**src/logic/flow_pulse_pkg.sv**
```systemverilog
package flow_pulse_pkg;

   // ----------------------------------------
   // clock and timing
   // ----------------------------------------
   localparam int CLK_HZ = 10_000_000;
   localparam int SECOND_MS = 1000;
   localparam int FAST_MEAS_MS = 125;
   localparam int WARMUP_S = 16;
   localparam int PULSE_HIGH_US = 3000;
   localparam int PULSE_GAP_US = 3000;
   localparam int BURST_PAUSE_MS = 30;
   localparam int SECOND_CYC = CLK_HZ / 1000 * SECOND_MS;
   localparam int FAST_MEAS_CYC = CLK_HZ / 1000 * FAST_MEAS_MS;
   localparam int WARMUP_CYC = CLK_HZ * WARMUP_S;
   localparam int PULSE_HIGH_CYC = CLK_HZ / 1_000_000 * PULSE_HIGH_US;
   localparam int PULSE_GAP_CYC = CLK_HZ / 1_000_000 * PULSE_GAP_US;
   localparam int BURST_PAUSE_CYC = CLK_HZ / 1000 * BURST_PAUSE_MS;

   // ----------------------------------------
   // rates in milli-pulses per second, counts, gain and shifts
   // ----------------------------------------
   localparam logic [31:0] MILLI = 32'h0000_03E8;
   localparam logic [31:0] RATE_SAT = 32'h0001_E848;
   localparam logic [31:0] MIN_CUT_DEF = 32'h0000_01F4;
   localparam logic [7:0] MAX_PULSES = 8'h7D;
   localparam logic [5:0] BURST_LEN = 6'h20;
   localparam logic [2:0] TOF_SAMPLES = 3'h4;
   localparam logic [15:0] GAIN_DEF = 16'h0010;
   localparam logic [5:0] DIV_STEPS = 6'h30;
   localparam int AVG_SHIFT = 3;
   localparam int TOF_SHIFT = 2;

   // ----------------------------------------
   // state encodings
   // ----------------------------------------
   typedef enum logic [1:0]
   {
      ST_IDLE = 2'b00,
      ST_TOF = 2'b01,
      ST_PHASE = 2'b10,
      ST_DIV = 2'b11
   } seq_state_t;

   typedef enum logic [1:0]
   {
      EM_IDLE = 2'b00,
      EM_HIGH = 2'b01,
      EM_GAP = 2'b10,
      EM_PAUSE = 2'b11
   } emit_state_t;

endpackage : flow_pulse_pkg

```
**src/logic/flow_pulse_emitter.sv**
```systemverilog
// Functional notes
// - measurements run on fixed repeating schedule
// - fast mode only changes measurement rate
// - output held off sixteen seconds after power-up
// - pulse rate linear in flow
// - no pulses below cut-off or reverse
// - clamp at 125 pulses per second
// - saturation equals 125 over meter factor
// - pulse count recomputed and emitted each second
// - pulse high time within 2 to 5 ms
// - about 30 ms pause between bursts
// - pulse count from averaged flow measurements
// - averaging tail at most eight seconds
// - time difference from phase measurement
// - sound speed from several transit times
// - flow equals dt c squared area over 2l
// - volume integrates flow rate over time
`timescale 1ns/1ns
module flow_pulse_emitter #(
   parameter int SECOND_CYC = flow_pulse_pkg::SECOND_CYC,
   parameter int FAST_MEAS_CYC = flow_pulse_pkg::FAST_MEAS_CYC,
   parameter int WARMUP_CYC = flow_pulse_pkg::WARMUP_CYC,
   parameter int PULSE_HIGH_CYC = flow_pulse_pkg::PULSE_HIGH_CYC,
   parameter int PULSE_GAP_CYC = flow_pulse_pkg::PULSE_GAP_CYC,
   parameter int BURST_PAUSE_CYC = flow_pulse_pkg::BURST_PAUSE_CYC,
   parameter logic [31:0] MIN_CUT = flow_pulse_pkg::MIN_CUT_DEF,
   parameter logic [15:0] GAIN = flow_pulse_pkg::GAIN_DEF
)(
   input wire logic clk, // 10 MHz clock
   input wire logic rst_n, // synchronous reset, active low
   input wire logic test_mode, // pin: fast measurement mode
   input wire logic [15:0] meter_factor, // pulses per litre in tenths
   input wire logic meas_done, // front end result valid
   input wire logic [15:0] meas_value, // transit time or signed phase
   output logic meas_start_q, // one-cycle measurement request
   output logic meas_is_phase_q, // request is phase, else transit time
   output logic pulse_out_q, // flow pulse line
   output logic ready_q, // warm-up finished
   output logic [31:0] flow_rate_q, // averaged rate, milli-pulses/s
   output logic [47:0] volume_q // volume in milli-pulses
);

   // ----------------------------------------
   // pin synchroniser and timebase
   // ----------------------------------------
   logic test_meta_q, test_q;
   logic [27:0] sec_cnt_q, sub_cnt_q, warm_cnt_q;
   wire sec_tick = (sec_cnt_q == 28'(SECOND_CYC - 1));
   wire sub_tick = (sub_cnt_q == 28'(FAST_MEAS_CYC - 1));
   wire meas_tick = test_q ? (sec_tick | sub_tick) : sec_tick;

   // two flops on the test mode pin
   always_ff @(posedge clk)
   begin
      test_meta_q <= rst_n ? test_mode : 1'b0;
      test_q <= rst_n ? test_meta_q : 1'b0;
   end

   // second counter, fast sub-period counter, warm-up holdoff
   always_ff @(posedge clk)
   begin
      if (!rst_n)
      begin
         sec_cnt_q <= 28'h000_0000;
         sub_cnt_q <= 28'h000_0000;
         warm_cnt_q <= 28'h000_0000;
         ready_q <= 1'b0;
      end
      else
      begin
         sec_cnt_q <= sec_tick ? 28'h000_0000 : sec_cnt_q + 28'h000_0001;
         sub_cnt_q <= (sec_tick | sub_tick) ? 28'h000_0000 : sub_cnt_q + 28'h000_0001;
         if (warm_cnt_q == 28'(WARMUP_CYC - 1))
            ready_q <= 1'b1;
         else
            warm_cnt_q <= warm_cnt_q + 28'h000_0001;
      end
   end

   // ----------------------------------------
   // measurement sequencer
   // ----------------------------------------
   flow_pulse_pkg::seq_state_t st_q, st_d;
   logic [2:0] tof_n_q;
   logic [17:0] tof_sum_q;
   logic signed [15:0] dt_q;
   logic [5:0] div_n_q;
   logic [47:0] num_q, quo_q;
   logic [32:0] rem_q;
   logic [31:0] den_q;

   wire [15:0] tof_avg = 16'(tof_sum_q >> flow_pulse_pkg::TOF_SHIFT);
   wire [31:0] tof_sq = 32'(tof_avg) * 32'(tof_avg);
   // divider loads on the phase answer edge, so the fresh phase is taken there
   wire phase_in = (st_q == flow_pulse_pkg::ST_PHASE) && meas_done;
   wire [15:0] dt_now = phase_in ? meas_value : dt_q;
   wire [15:0] dt_mag = dt_now[15] ? 16'(-dt_now) : dt_now;
   wire [47:0] num_start = 48'(dt_mag) * 48'(meter_factor) * 48'(GAIN);
   wire [32:0] rem_shift = {rem_q[31:0], num_q[47]};
   wire rem_ge = rem_shift >= {1'b0, den_q};
   wire tof_last = (tof_n_q == flow_pulse_pkg::TOF_SAMPLES - 3'h1);
   wire div_last = (div_n_q == flow_pulse_pkg::DIV_STEPS - 6'h01);

   // next state of the sequence
   always_comb
   begin
      st_d = st_q;
      case (st_q)
         flow_pulse_pkg::ST_IDLE: if (meas_tick) st_d = flow_pulse_pkg::ST_TOF;
         flow_pulse_pkg::ST_TOF: if (meas_done && tof_last) st_d = flow_pulse_pkg::ST_PHASE;
         flow_pulse_pkg::ST_PHASE: if (meas_done) st_d = flow_pulse_pkg::ST_DIV;
         flow_pulse_pkg::ST_DIV: if (div_last) st_d = flow_pulse_pkg::ST_IDLE;
         default: st_d = flow_pulse_pkg::ST_IDLE;
      endcase
   end

   // requests to the front end and result capture
   always_ff @(posedge clk)
   begin
      if (!rst_n)
      begin
         st_q <= flow_pulse_pkg::ST_IDLE;
         meas_start_q <= 1'b0;
         meas_is_phase_q <= 1'b0;
         tof_n_q <= 3'h0;
         tof_sum_q <= 18'h0_0000;
         dt_q <= 16'sh0000;
      end
      else
      begin
         st_q <= st_d;
         meas_start_q <= (st_q == flow_pulse_pkg::ST_IDLE && meas_tick)
            || (st_q == flow_pulse_pkg::ST_TOF && meas_done);
         if (st_q == flow_pulse_pkg::ST_TOF && meas_done && tof_last)
            meas_is_phase_q <= 1'b1;
         else if (st_q != flow_pulse_pkg::ST_TOF)
            meas_is_phase_q <= (st_q == flow_pulse_pkg::ST_PHASE);
         if (st_q == flow_pulse_pkg::ST_IDLE)
         begin
            tof_n_q <= 3'h0;
            tof_sum_q <= 18'h0_0000;
         end
         else if (st_q == flow_pulse_pkg::ST_TOF && meas_done)
         begin
            tof_n_q <= tof_n_q + 3'h1;
            tof_sum_q <= tof_sum_q + 18'(meas_value);
         end
         if (st_q == flow_pulse_pkg::ST_PHASE && meas_done)
            dt_q <= meas_value;
      end
   end

   // ----------------------------------------
   // rate divider: dt * mf * gain / tof^2
   // ----------------------------------------
   always_ff @(posedge clk)
   begin
      if (!rst_n || st_q != flow_pulse_pkg::ST_DIV)
      begin
         div_n_q <= 6'h00;
         num_q <= num_start;
         den_q <= tof_sq;
         rem_q <= 33'h0_0000_0000;
         quo_q <= 48'h0000_0000_0000;
      end
      else
      begin
         div_n_q <= div_n_q + 6'h01;
         num_q <= {num_q[46:0], 1'b0};
         rem_q <= rem_ge ? rem_shift - {1'b0, den_q} : rem_shift;
         quo_q <= {quo_q[46:0], rem_ge};
      end
   end

   // ----------------------------------------
   // averaging over samples and seconds
   // ----------------------------------------
   logic signed [35:0] sec_sum_q, hist_sum_q;
   logic signed [35:0] hist_q [0:7];
   logic [2:0] hist_ptr_q;
   logic [31:0] pend_q;
   logic [7:0] sent_q;

   wire [47:0] quo_full = {quo_q[46:0], rem_ge};
   wire den_zero = (den_q == 32'h0000_0000); // no transit time: report no flow
   wire over = quo_full > 48'(flow_pulse_pkg::RATE_SAT);
   wire [31:0] mag = den_zero ? 32'h0000_0000
      : over ? flow_pulse_pkg::RATE_SAT : quo_full[31:0];
   wire signed [35:0] sample = dt_q[15] ? -36'(mag) : 36'(mag);
   wire div_done = (st_q == flow_pulse_pkg::ST_DIV) && div_last;
   wire signed [35:0] sec_avg = test_q ? (sec_sum_q >>> flow_pulse_pkg::AVG_SHIFT) : sec_sum_q;
   wire signed [35:0] hist_next = hist_sum_q + sec_avg - hist_q[hist_ptr_q];
   wire signed [35:0] flow_avg = hist_sum_q >>> flow_pulse_pkg::AVG_SHIFT;
   wire below = flow_avg[35] || (flow_avg < 36'(MIN_CUT));
   wire [31:0] rate_eff = (below || !ready_q) ? 32'h0000_0000
      : (flow_avg > 36'(flow_pulse_pkg::RATE_SAT)) ? flow_pulse_pkg::RATE_SAT
      : flow_avg[31:0];

   // per-second sum of samples and eight-second history
   always_ff @(posedge clk)
   begin
      if (!rst_n)
      begin
         sec_sum_q <= 36'sh0_0000_0000;
         hist_sum_q <= 36'sh0_0000_0000;
         hist_ptr_q <= 3'h0;
         for (int i = 0; i < 8; i++)
            hist_q[i] <= 36'sh0_0000_0000;
      end
      else
      begin
         if (sec_tick)
            sec_sum_q <= div_done ? sample : 36'sh0_0000_0000;
         else if (div_done)
            sec_sum_q <= sec_sum_q + sample;
         if (sec_tick)
         begin
            hist_q[hist_ptr_q] <= sec_avg;
            hist_sum_q <= hist_next;
            hist_ptr_q <= hist_ptr_q + 3'h1;
         end
      end
   end

   // volume integration and published rate
   always_ff @(posedge clk)
   begin
      if (!rst_n)
      begin
         volume_q <= 48'h0000_0000_0000;
         flow_rate_q <= 32'h0000_0000;
      end
      else if (sec_tick)
      begin
         flow_rate_q <= rate_eff;
         if (!flow_avg[35])
            volume_q <= volume_q + 48'(flow_avg);
      end
   end

   // ----------------------------------------
   // burst emitter
   // ----------------------------------------
   flow_pulse_pkg::emit_state_t em_q, em_d;
   logic [27:0] em_cnt_q;
   logic [5:0] burst_n_q;

   wire can_emit = (pend_q >= flow_pulse_pkg::MILLI) && (sent_q < flow_pulse_pkg::MAX_PULSES);
   wire em_start = (em_q == flow_pulse_pkg::EM_IDLE) && can_emit;
   wire em_high_end = (em_cnt_q == 28'(PULSE_HIGH_CYC - 1));
   wire em_gap_end = (em_cnt_q == 28'(PULSE_GAP_CYC - 1));
   wire em_pause_end = (em_cnt_q == 28'(BURST_PAUSE_CYC - 1));
   wire burst_full = (burst_n_q == flow_pulse_pkg::BURST_LEN - 6'h01);
   wire [31:0] pend_sub = em_start ? pend_q - flow_pulse_pkg::MILLI : pend_q;
   wire [31:0] pend_add = pend_sub + rate_eff;
   wire [31:0] pend_cap = flow_pulse_pkg::RATE_SAT + flow_pulse_pkg::MILLI - 32'h0000_0001;

   // emitter state sequence
   always_comb
   begin
      em_d = em_q;
      case (em_q)
         flow_pulse_pkg::EM_IDLE: if (can_emit) em_d = flow_pulse_pkg::EM_HIGH;
         flow_pulse_pkg::EM_HIGH:
            if (em_high_end)
               em_d = burst_full ? flow_pulse_pkg::EM_PAUSE : flow_pulse_pkg::EM_GAP;
         flow_pulse_pkg::EM_GAP: if (em_gap_end) em_d = flow_pulse_pkg::EM_IDLE;
         flow_pulse_pkg::EM_PAUSE: if (em_pause_end) em_d = flow_pulse_pkg::EM_IDLE;
         default: em_d = flow_pulse_pkg::EM_IDLE;
      endcase
   end

   // pulse timing, budget and remainder carry
   always_ff @(posedge clk)
   begin
      if (!rst_n)
      begin
         em_q <= flow_pulse_pkg::EM_IDLE;
         em_cnt_q <= 28'h000_0000;
         burst_n_q <= 6'h00;
         pulse_out_q <= 1'b0;
         pend_q <= 32'h0000_0000;
         sent_q <= 8'h00;
      end
      else
      begin
         em_q <= em_d;
         em_cnt_q <= (em_d != em_q) ? 28'h000_0000 : em_cnt_q + 28'h000_0001;
         pulse_out_q <= (em_d == flow_pulse_pkg::EM_HIGH);
         if (em_q == flow_pulse_pkg::EM_PAUSE)
            burst_n_q <= 6'h00;
         else if (em_q == flow_pulse_pkg::EM_HIGH && em_high_end)
            burst_n_q <= burst_n_q + 6'h01;
         if (sec_tick)
         begin
            sent_q <= em_start ? 8'h01 : 8'h00;
            if (rate_eff == 32'h0000_0000)
               pend_q <= 32'h0000_0000;
            else
               pend_q <= (pend_add > pend_cap) ? pend_cap : pend_add;
         end
         else
         begin
            pend_q <= pend_sub;
            if (em_start)
               sent_q <= sent_q + 8'h01;
         end
      end
   end

endmodule : flow_pulse_emitter

```
**config.mk**
```make
export PLATFORM = sky130hd
export DESIGN_NAME = flow_pulse_emitter
export DESIGN_NICKNAME = d
export VERILOG_FILES = /design/src/logic/flow_pulse_pkg.sv /design/src/logic/flow_pulse_emitter.sv
export SDC_FILE = /design/constraint.sdc
export NUM_CORES = 2
export LEC_CHECK = 0
export BUFFER_PORTS_ARGS = -buffer_cell sky130_fd_sc_hd__buf_2
export CELL_PAD_IN_SITES_DETAIL_PLACEMENT = 0
export CELL_PAD_IN_SITES_GLOBAL_PLACEMENT = 1
export CORE_MARGIN = 10
export CORE_UTILIZATION = 30
export CTS_CLUSTER_DIAMETER = 80
export DETAILED_ROUTE_END_ITERATION = 7
export GPL_TIMING_DRIVEN = 0
export PLACE_DENSITY_LB_ADDON = 0.1
export SYNTH_ARGS = -nofsm -noshare
export SYNTH_HDL_FRONTEND = slang
export SYNTH_SLANG_ARGS = --single-unit
```
**constraint.sdc**
```tcl
create_clock -name clk -period 7.8 [get_ports clk]
set_clock_uncertainty 0.1 [all_clocks]
set_input_delay 0 -clock clk [delete_from_list [all_inputs] [get_ports clk]]
set_output_delay 0 -clock clk [all_outputs]
set_load 0.02 [all_outputs]
```
---- Yosys cells after proc, flatten, opt, wreduce, memory -nomap -nowiden ----
Memories as Yosys holds them, arrays and structs flattened. A register that Yosys moved wholly into a read port is not among the register bits.
Cells that the tools add are included.
word-level totals
  register bits after elaboration ......... 525
  memory bits (writable) .................. 288
  word-level logic and storage cells ...... 156
  memories kept ........................... 1
operators by class
  add/subtract/negate cells ............... 19
  $mul .................................... 2
  magnitude comparators ................... 7
  equal/unequal tests ..................... 22
  muxes and demuxes ....................... 43
  bitwise logic cells ..................... 3
  reduce and logical (&&, ||, !) cells .... 30
memories
  memory  depth  width  rd ports  clocked after Yosys merged registers in  write ports  line                       text
  hist_q  8      36     1         1                                        8            flow_pulse_emitter.sv:179  logic signed [35:0] hist_q [0:7];
operator list
  operator                                                             number
  2-to-1 mux 32 bit                                                    9
  2-to-1 mux 36 bit                                                    6
  adder 28 x 1 -> 28 bit, second input constant                        4
  adder 36 bit                                                         2
  logical NOT 32 bit                                                   2
  multiplier 16 x 16 -> 32 bit                                         2
  adder 48 bit                                                         1
  greater-than comparator 48 x 17 -> 1 bit, second input constant      1
  greater-than comparator 36 x 17 -> 1 bit, second input constant      1
  less-than comparator 36 x 9 -> 1 bit, second input constant          1
  negator 32 -> 36 bit                                                 1
  OR reduction 36 bit                                                  1
  subtractor 36 bit                                                    1
  2-to-1 mux 35 bit                                                    1
  greater-or-equal comparator 33 x 32 -> 1 bit                         1
  adder 32 bit                                                         1
  greater-or-equal comparator 32 x 10 -> 1 bit, second input constant  1
  greater-than comparator 32 x 17 -> 1 bit, second input constant      1
  2-to-1 mux 16 bit                                                    2
  subtractor 32 x 10 -> 32 bit, second input constant                  1
  subtractor 32 bit                                                    1
  equality test 28 x 15 -> 1 bit, second input constant                1
  equality test 28 x 19 -> 1 bit, second input constant                1
  equality test 28 x 21 -> 1 bit, second input constant                1
  31 further kinds                                                     82

---- Depth between registers and ports, before layout ----
  depth after elaboration ................. 9
  gate-level depth with buffers ........... 36

---- Least setup slack after synthesis ----
OpenSTA, ideal clock, no wires.
  path type ............................... reg-to-reg
  from .................................... register st_q[0]
  to ...................................... register num_q[35]
  arrival time ............................ 8.298 ns
  required time ........................... 7.571 ns
  slack ................................... -0.727 ns
  stages on the path, launching flop included .. 35
  period minus slack after synthesis ...... 8.527 ns
  path through ............................ dfxtp_1 inv_1 ha_1 and2_1 clkbuf_1 mux2i_1 clkbuf_1 ha_1 and2_1 a31oi_1 nor2_1 xor2_1 clkbuf_1 nand2_1 fa_1 inv_1 fa_1 inv_1 fa_1 inv_1 fa_1 inv_1 fa_1 inv_1 fa_1 ha_1 a21oi_1 o22ai_1 a2111oi_0 o31ai_1 a21oi_1 o21bai_1 o31ai_1 xnor2_1 o21ai_0
on the way
  word-level cells in the longest chain between the ends .. 7
ends and longest elaborated chain
  item                          line                       text
  start, declared               flow_pulse_emitter.sv:83   flow_pulse_pkg::seq_state_t st_q, st_d;
  start signal, assigned        flow_pulse_emitter.sv:122  st_q <= flow_pulse_pkg::ST_IDLE;
  start signal, assigned        flow_pulse_emitter.sv:131  st_q <= st_d;
  equality test 2 bit           flow_pulse_emitter.sv:95   wire phase_in = (st_q == flow_pulse_pkg::ST_PHASE) && meas_done;
  logical AND 1 bit             flow_pulse_emitter.sv:95
  2-to-1 mux 16 bit             n/a
  negator 16 bit                flow_pulse_emitter.sv:97   wire [15:0] dt_mag = dt_now[15] ? 16'(-dt_now) : dt_now;
  2-to-1 mux 16 bit             flow_pulse_emitter.sv:97
  multiplier 16 x 16 -> 32 bit  flow_pulse_emitter.sv:98   wire [47:0] num_start = 48'(dt_mag) * 48'(meter_factor) * 48'(GAIN);
  2-to-1 mux 36 bit *           flow_pulse_emitter.sv:158  if (!rst_n || st_q != flow_pulse_pkg::ST_DIV)
  end signal, assigned          flow_pulse_emitter.sv:161  num_q <= num_start;
  end signal, assigned          flow_pulse_emitter.sv:169  num_q <= {num_q[46:0], 1'b0};
  end, declared                 flow_pulse_emitter.sv:88   logic [47:0] num_q, quo_q;
Mark *: on every way between the ends. The rest lies on a longest branch, timed or not.
A chain may end at the register's enable or synchronous reset.

---- Worst setup path in the final report ----
Ends and elaborated chain as after synthesis.

==> results.sh <==
export IMPL_crit_start="st_q[0]"
export IMPL_slew_viol_final=0
export IMPL_drcViolationCount=0
export IMPL_fin_util_pct=35.1
export IMPL_crit_path_top_delay_cell="fa_1"
export IMPL_path_common_cell="fa_1"
export IMPL_startpoint_type="register"
export IMPL_r2r_slack_ns=-0.05
export IMPL_seq_power_share_pct=45.3
export IMPL_die_y_um=463
export IMPL_async_flop_share_pct=0
export IMPL_dpl_hpwl_um=145000
export IMPL_port_buffers=118
export IMPL_violations="setup timing"
export IMPL_timing_fmax_mhz=127
export IMPL_crit_buf_inv=10
export IMPL_cp_arrival_ns=8.31
export IMPL_crit_path_max_fanout=8
export IMPL_hp_class="in2reg"
export IMPL_cts_tree="done"
export IMPL_cts_made_buffers=103
export IMPL_postSynthCellCount=6333
export IMPL_ys_seq_area_share_pct=33.0
export IMPL_place_worst_setup_slack_ns=-2.50
export IMPL_endpoint="num_q[35]"
export IMPL_nets=7534
export IMPL_clk_path_buf_depth=3
export IMPL_clkSlewWorstSetupHoldPaths_ns=0.06
export IMPL_gp_congestion=0.827
export IMPL_syn_avg_cell_area_um2=9.30
export IMPL_worst_pin_slew_ns=1.48
export IMPL_place_inst=9102
export IMPL_yosysWarningCount=0
export IMPL_io_pins=120
export IMPL_hold_ws_ns=0.0517
export IMPL_grt_pass1_vias=47259
export IMPL_synth_ff_type="dfxtp_1"
export IMPL_r2r_start="st_q[0]"
export IMPL_r2r_end="num_q[35]"
export IMPL_row_count=162
export IMPL_fp_coreArea_um2=195000
export IMPL_h_tree_depth=3
export IMPL_synth_seq_cells=811
export IMPL_drt_total_wl_um=189000
export IMPL_cpPeakStageDelay_ns=0.55
export IMPL_dieArea_um2=215000
export IMPL_power_density_nw_per_um2=145
export IMPL_p_leak_nw=29.2
export IMPL_grt_usage_pct=17.3
export IMPL_dr_first_iter_drc_count=2403
export IMPL_comb_power_share_pct=5.5
export IMPL_rsz0062_at_grt="true"
export IMPL_timing_final_ws_setup_ns=-0.0529
export IMPL_max_vdd_ir_drop_mv=0.151
export IMPL_swShare_pct=24.7
export IMPL_period_minus_slack_ns=7.85
export IMPL_critical_path_required_ns=8.26
export IMPL_p_switching_mw=2.47
export IMPL_cap_violations=0
export IMPL_drive_above_1_share_pct=10.0
export IMPL_detail_route_wl_per_cell_um=20.1
export IMPL_syn2layout_area_growth_pct=16.4
export IMPL_die_x_um=463
export IMPL_grt_pass1_wl_um=291000
export IMPL_synth_edf_count=319
export IMPL_grt_max_degree=35
export IMPL_clockPowerShare_pct=49.2
export IMPL_ctsRootBufferMaster="clkbuf_16"
export IMPL_vias=45616
export IMPL_post_synth_num_cell_types=92
export IMPL_finalHoldViolCount=0
export IMPL_start_util_pct=30.2
export IMPL_netlist_area_um2=58900
export IMPL_finalCritPeriodShare_pct=101
export IMPL_vias_per_cell=4.85
export IMPL_worstSetupPathType="reg2reg"
export IMPL_clock_sinks=811
export IMPL_cp_end_kind="register"
export IMPL_slew_headroom_pct=1.23
export IMPL_antenna_found_initial=14
export IMPL_status="complete, but fails checks"
export IMPL_crit_cells=35
export IMPL_stdcell_count=9399
export IMPL_critical_path_top_delay_family="adder cells"
export IMPL_p_int_mw=7.50
export IMPL_overflow=0
export IMPL_clock_latency_ns=0.77
export IMPL_p_total_mw=9.97
export IMPL_r2r_cells=35
export IMPL_setup_viol_count_final=3
export IMPL_ant_nets=0
export IMPL_detail_route_first_pass_iterations=7
==> worst min-delay path: stages <==
cell and delay, ns:
buf_2 0.15, and2_4 0.26, buf_12 0.14, mux2i_4 0.07, buf_4 0.14, nor2_1 0.07
==> power by group through the flow <==
| stage | Sequential [mW] | Combinational (mW) | Clock, mW |
|---|---|---|---|
| 6_report | 4.52 | 0.548 | 4.90 |
| 5_1_grt | 4.53 | 0.607 | 5.23 |
| 4_1_cts | 4.52 | 0.555 | 5.07 |
| 3_5_place_dp | 4.61 | 0.513 | 0 |
| 3_3_place_gp | 4.61 | 0.502 | 0 |
| 2_1_floorplan | 4.60 | 0.307 | 0 |
==> cells by family after synthesis <==
group | Yosys count | synth area share [%]
other | 1 | 0.00636
adder cells (fa/ha/maj) | 814 | 22.3
XOR/XNOR | 365 | 5.43
buffers and inverters | 903 | 5.76
AO/OA/AOI/OAI | 1042 | 11.2
flip-flops | 811 | 33.0
multiplexers | 186 | 4.77
AND/OR/NAND/NOR | 2211 | 17.5
==> synthesized netlist by cell type (165+ instances only) <==
| cell | number | area, um2 |
|---|---|---|
| o21ai_0 | 165 | 826 |
| inv_1 | 656 | 2460 |
| xnor2_1 | 198 | 1730 |
| dfxtp_1 | 492 | 9850 |
| nand2_1 | 633 | 2380 |
| ha_1 | 417 | 5220 |
| clkbuf_1 | 222 | 833 |
| and2_1 | 167 | 1040 |
| nor2_1 | 729 | 2740 |
| xor2_1 | 167 | 1460 |
| edfxtp_1 | 319 | 9580 |
| a21oi_1 | 359 | 1800 |
| fa_1 | 397 | 7950 |
==> flip-flops by register name (all words and copies together) (netlist names), 32 cells and up, named ones only <==
name / count
volume_q: 48
pend_q: 32
num_q: 44
flow_rate_q: 32
rem_q: 32
hist_q: 288
quo_q: 47
hist_sum_q: 36
sec_sum_q: 36
==> worst min-delay path by stage <==
stage	end	slack [ns]	cells after the start	from
after floorplan	test_meta_q	0.03	1	test_mode
after global placement	test_meta_q	0.23	2	test_mode
after detailed placement	test_meta_q	0.24	2	test_mode
after CTS	dt_q[1]	0.03	7	meas_done
after global routing	dt_q[1]	0.03	6	meas_done
final	dt_q[1]	0.05	6	meas_done
==> cell usage in the layout, fill, tap and decap left out, types with 30 or more instances in the layout <==
master	instances
xnor2_1	186
and3_1	115
mux4_2	72
clkbuf_1	203
nand4_1	65
a31oi_1	41
nand3_1	116
o21ai_0	154
mux2i_1	68
fa_1	396
dfxtp_1	488
a21oi_1	347
buf_4	61
or3_1	40
xor2_1	164
o21bai_1	36
a211oi_1	41
nand2_1	617
buf_2	123
clkbuf_16	106
nor3_1	117
inv_1	652
edfxtp_1	319
ha_1	406
o21ai_1	32
o21a_1	48
a21o_1	101
nor2_1	722
nor2b_1	44
nand2b_1	42
dlygate4sd3_1	30
nor4_1	49
and2_1	165
mux2_2	39
==> per-layer routing <==
metal  global-route usage (%)  share of wire, %  vias to the layer above
met4                     4.46               2.6                        2
met2                     29.2                47                      706
met3                     2.14               3.4                      223
li1                         -                 -                    22313
met1                     23.4                47                    22372
met5                        0            0.0090                        -
==> through the flow <==
step                cell area (um2)  setup TNS, ns
finish                        68600         -0.134
global route                  68600          -2.90
CTS                           68400         -0.156
detailed placement            63200         -61.42
global placement              62900        -347.18
floorplan                     59000         -0.256
==> layout make-up <==
type / count / area (um2)
Sequential cell: 811 / 19400
Inverter: 659 / 2480
Multi-Input combinational cell: 4632 / 36900
Tap cell: 2624 / 3280
Clock buffer: 145 / 2900
Fill cell: 20125 / 127000
Buffer: 241 / 1140
Timing Repair Buffer: 236 / 1840
Antenna cell: 2 / 5.00
Clock inverter: 49 / 593
==> what timing repair did <==
| item | 4_1_cts | 5_1_grt |
|---|---|---|
| endpoints found under the setup margin | 58 | 30 |
| pin swaps | 61 | 53 |
| endpoints found under the hold margin | 53 | 0 |
| gates resized for setup | 172 | 65 |
| hold buffers | 30 | 0 |
| setup buffers | 64 | 11 |
Power figures use the tool's default switching activity.
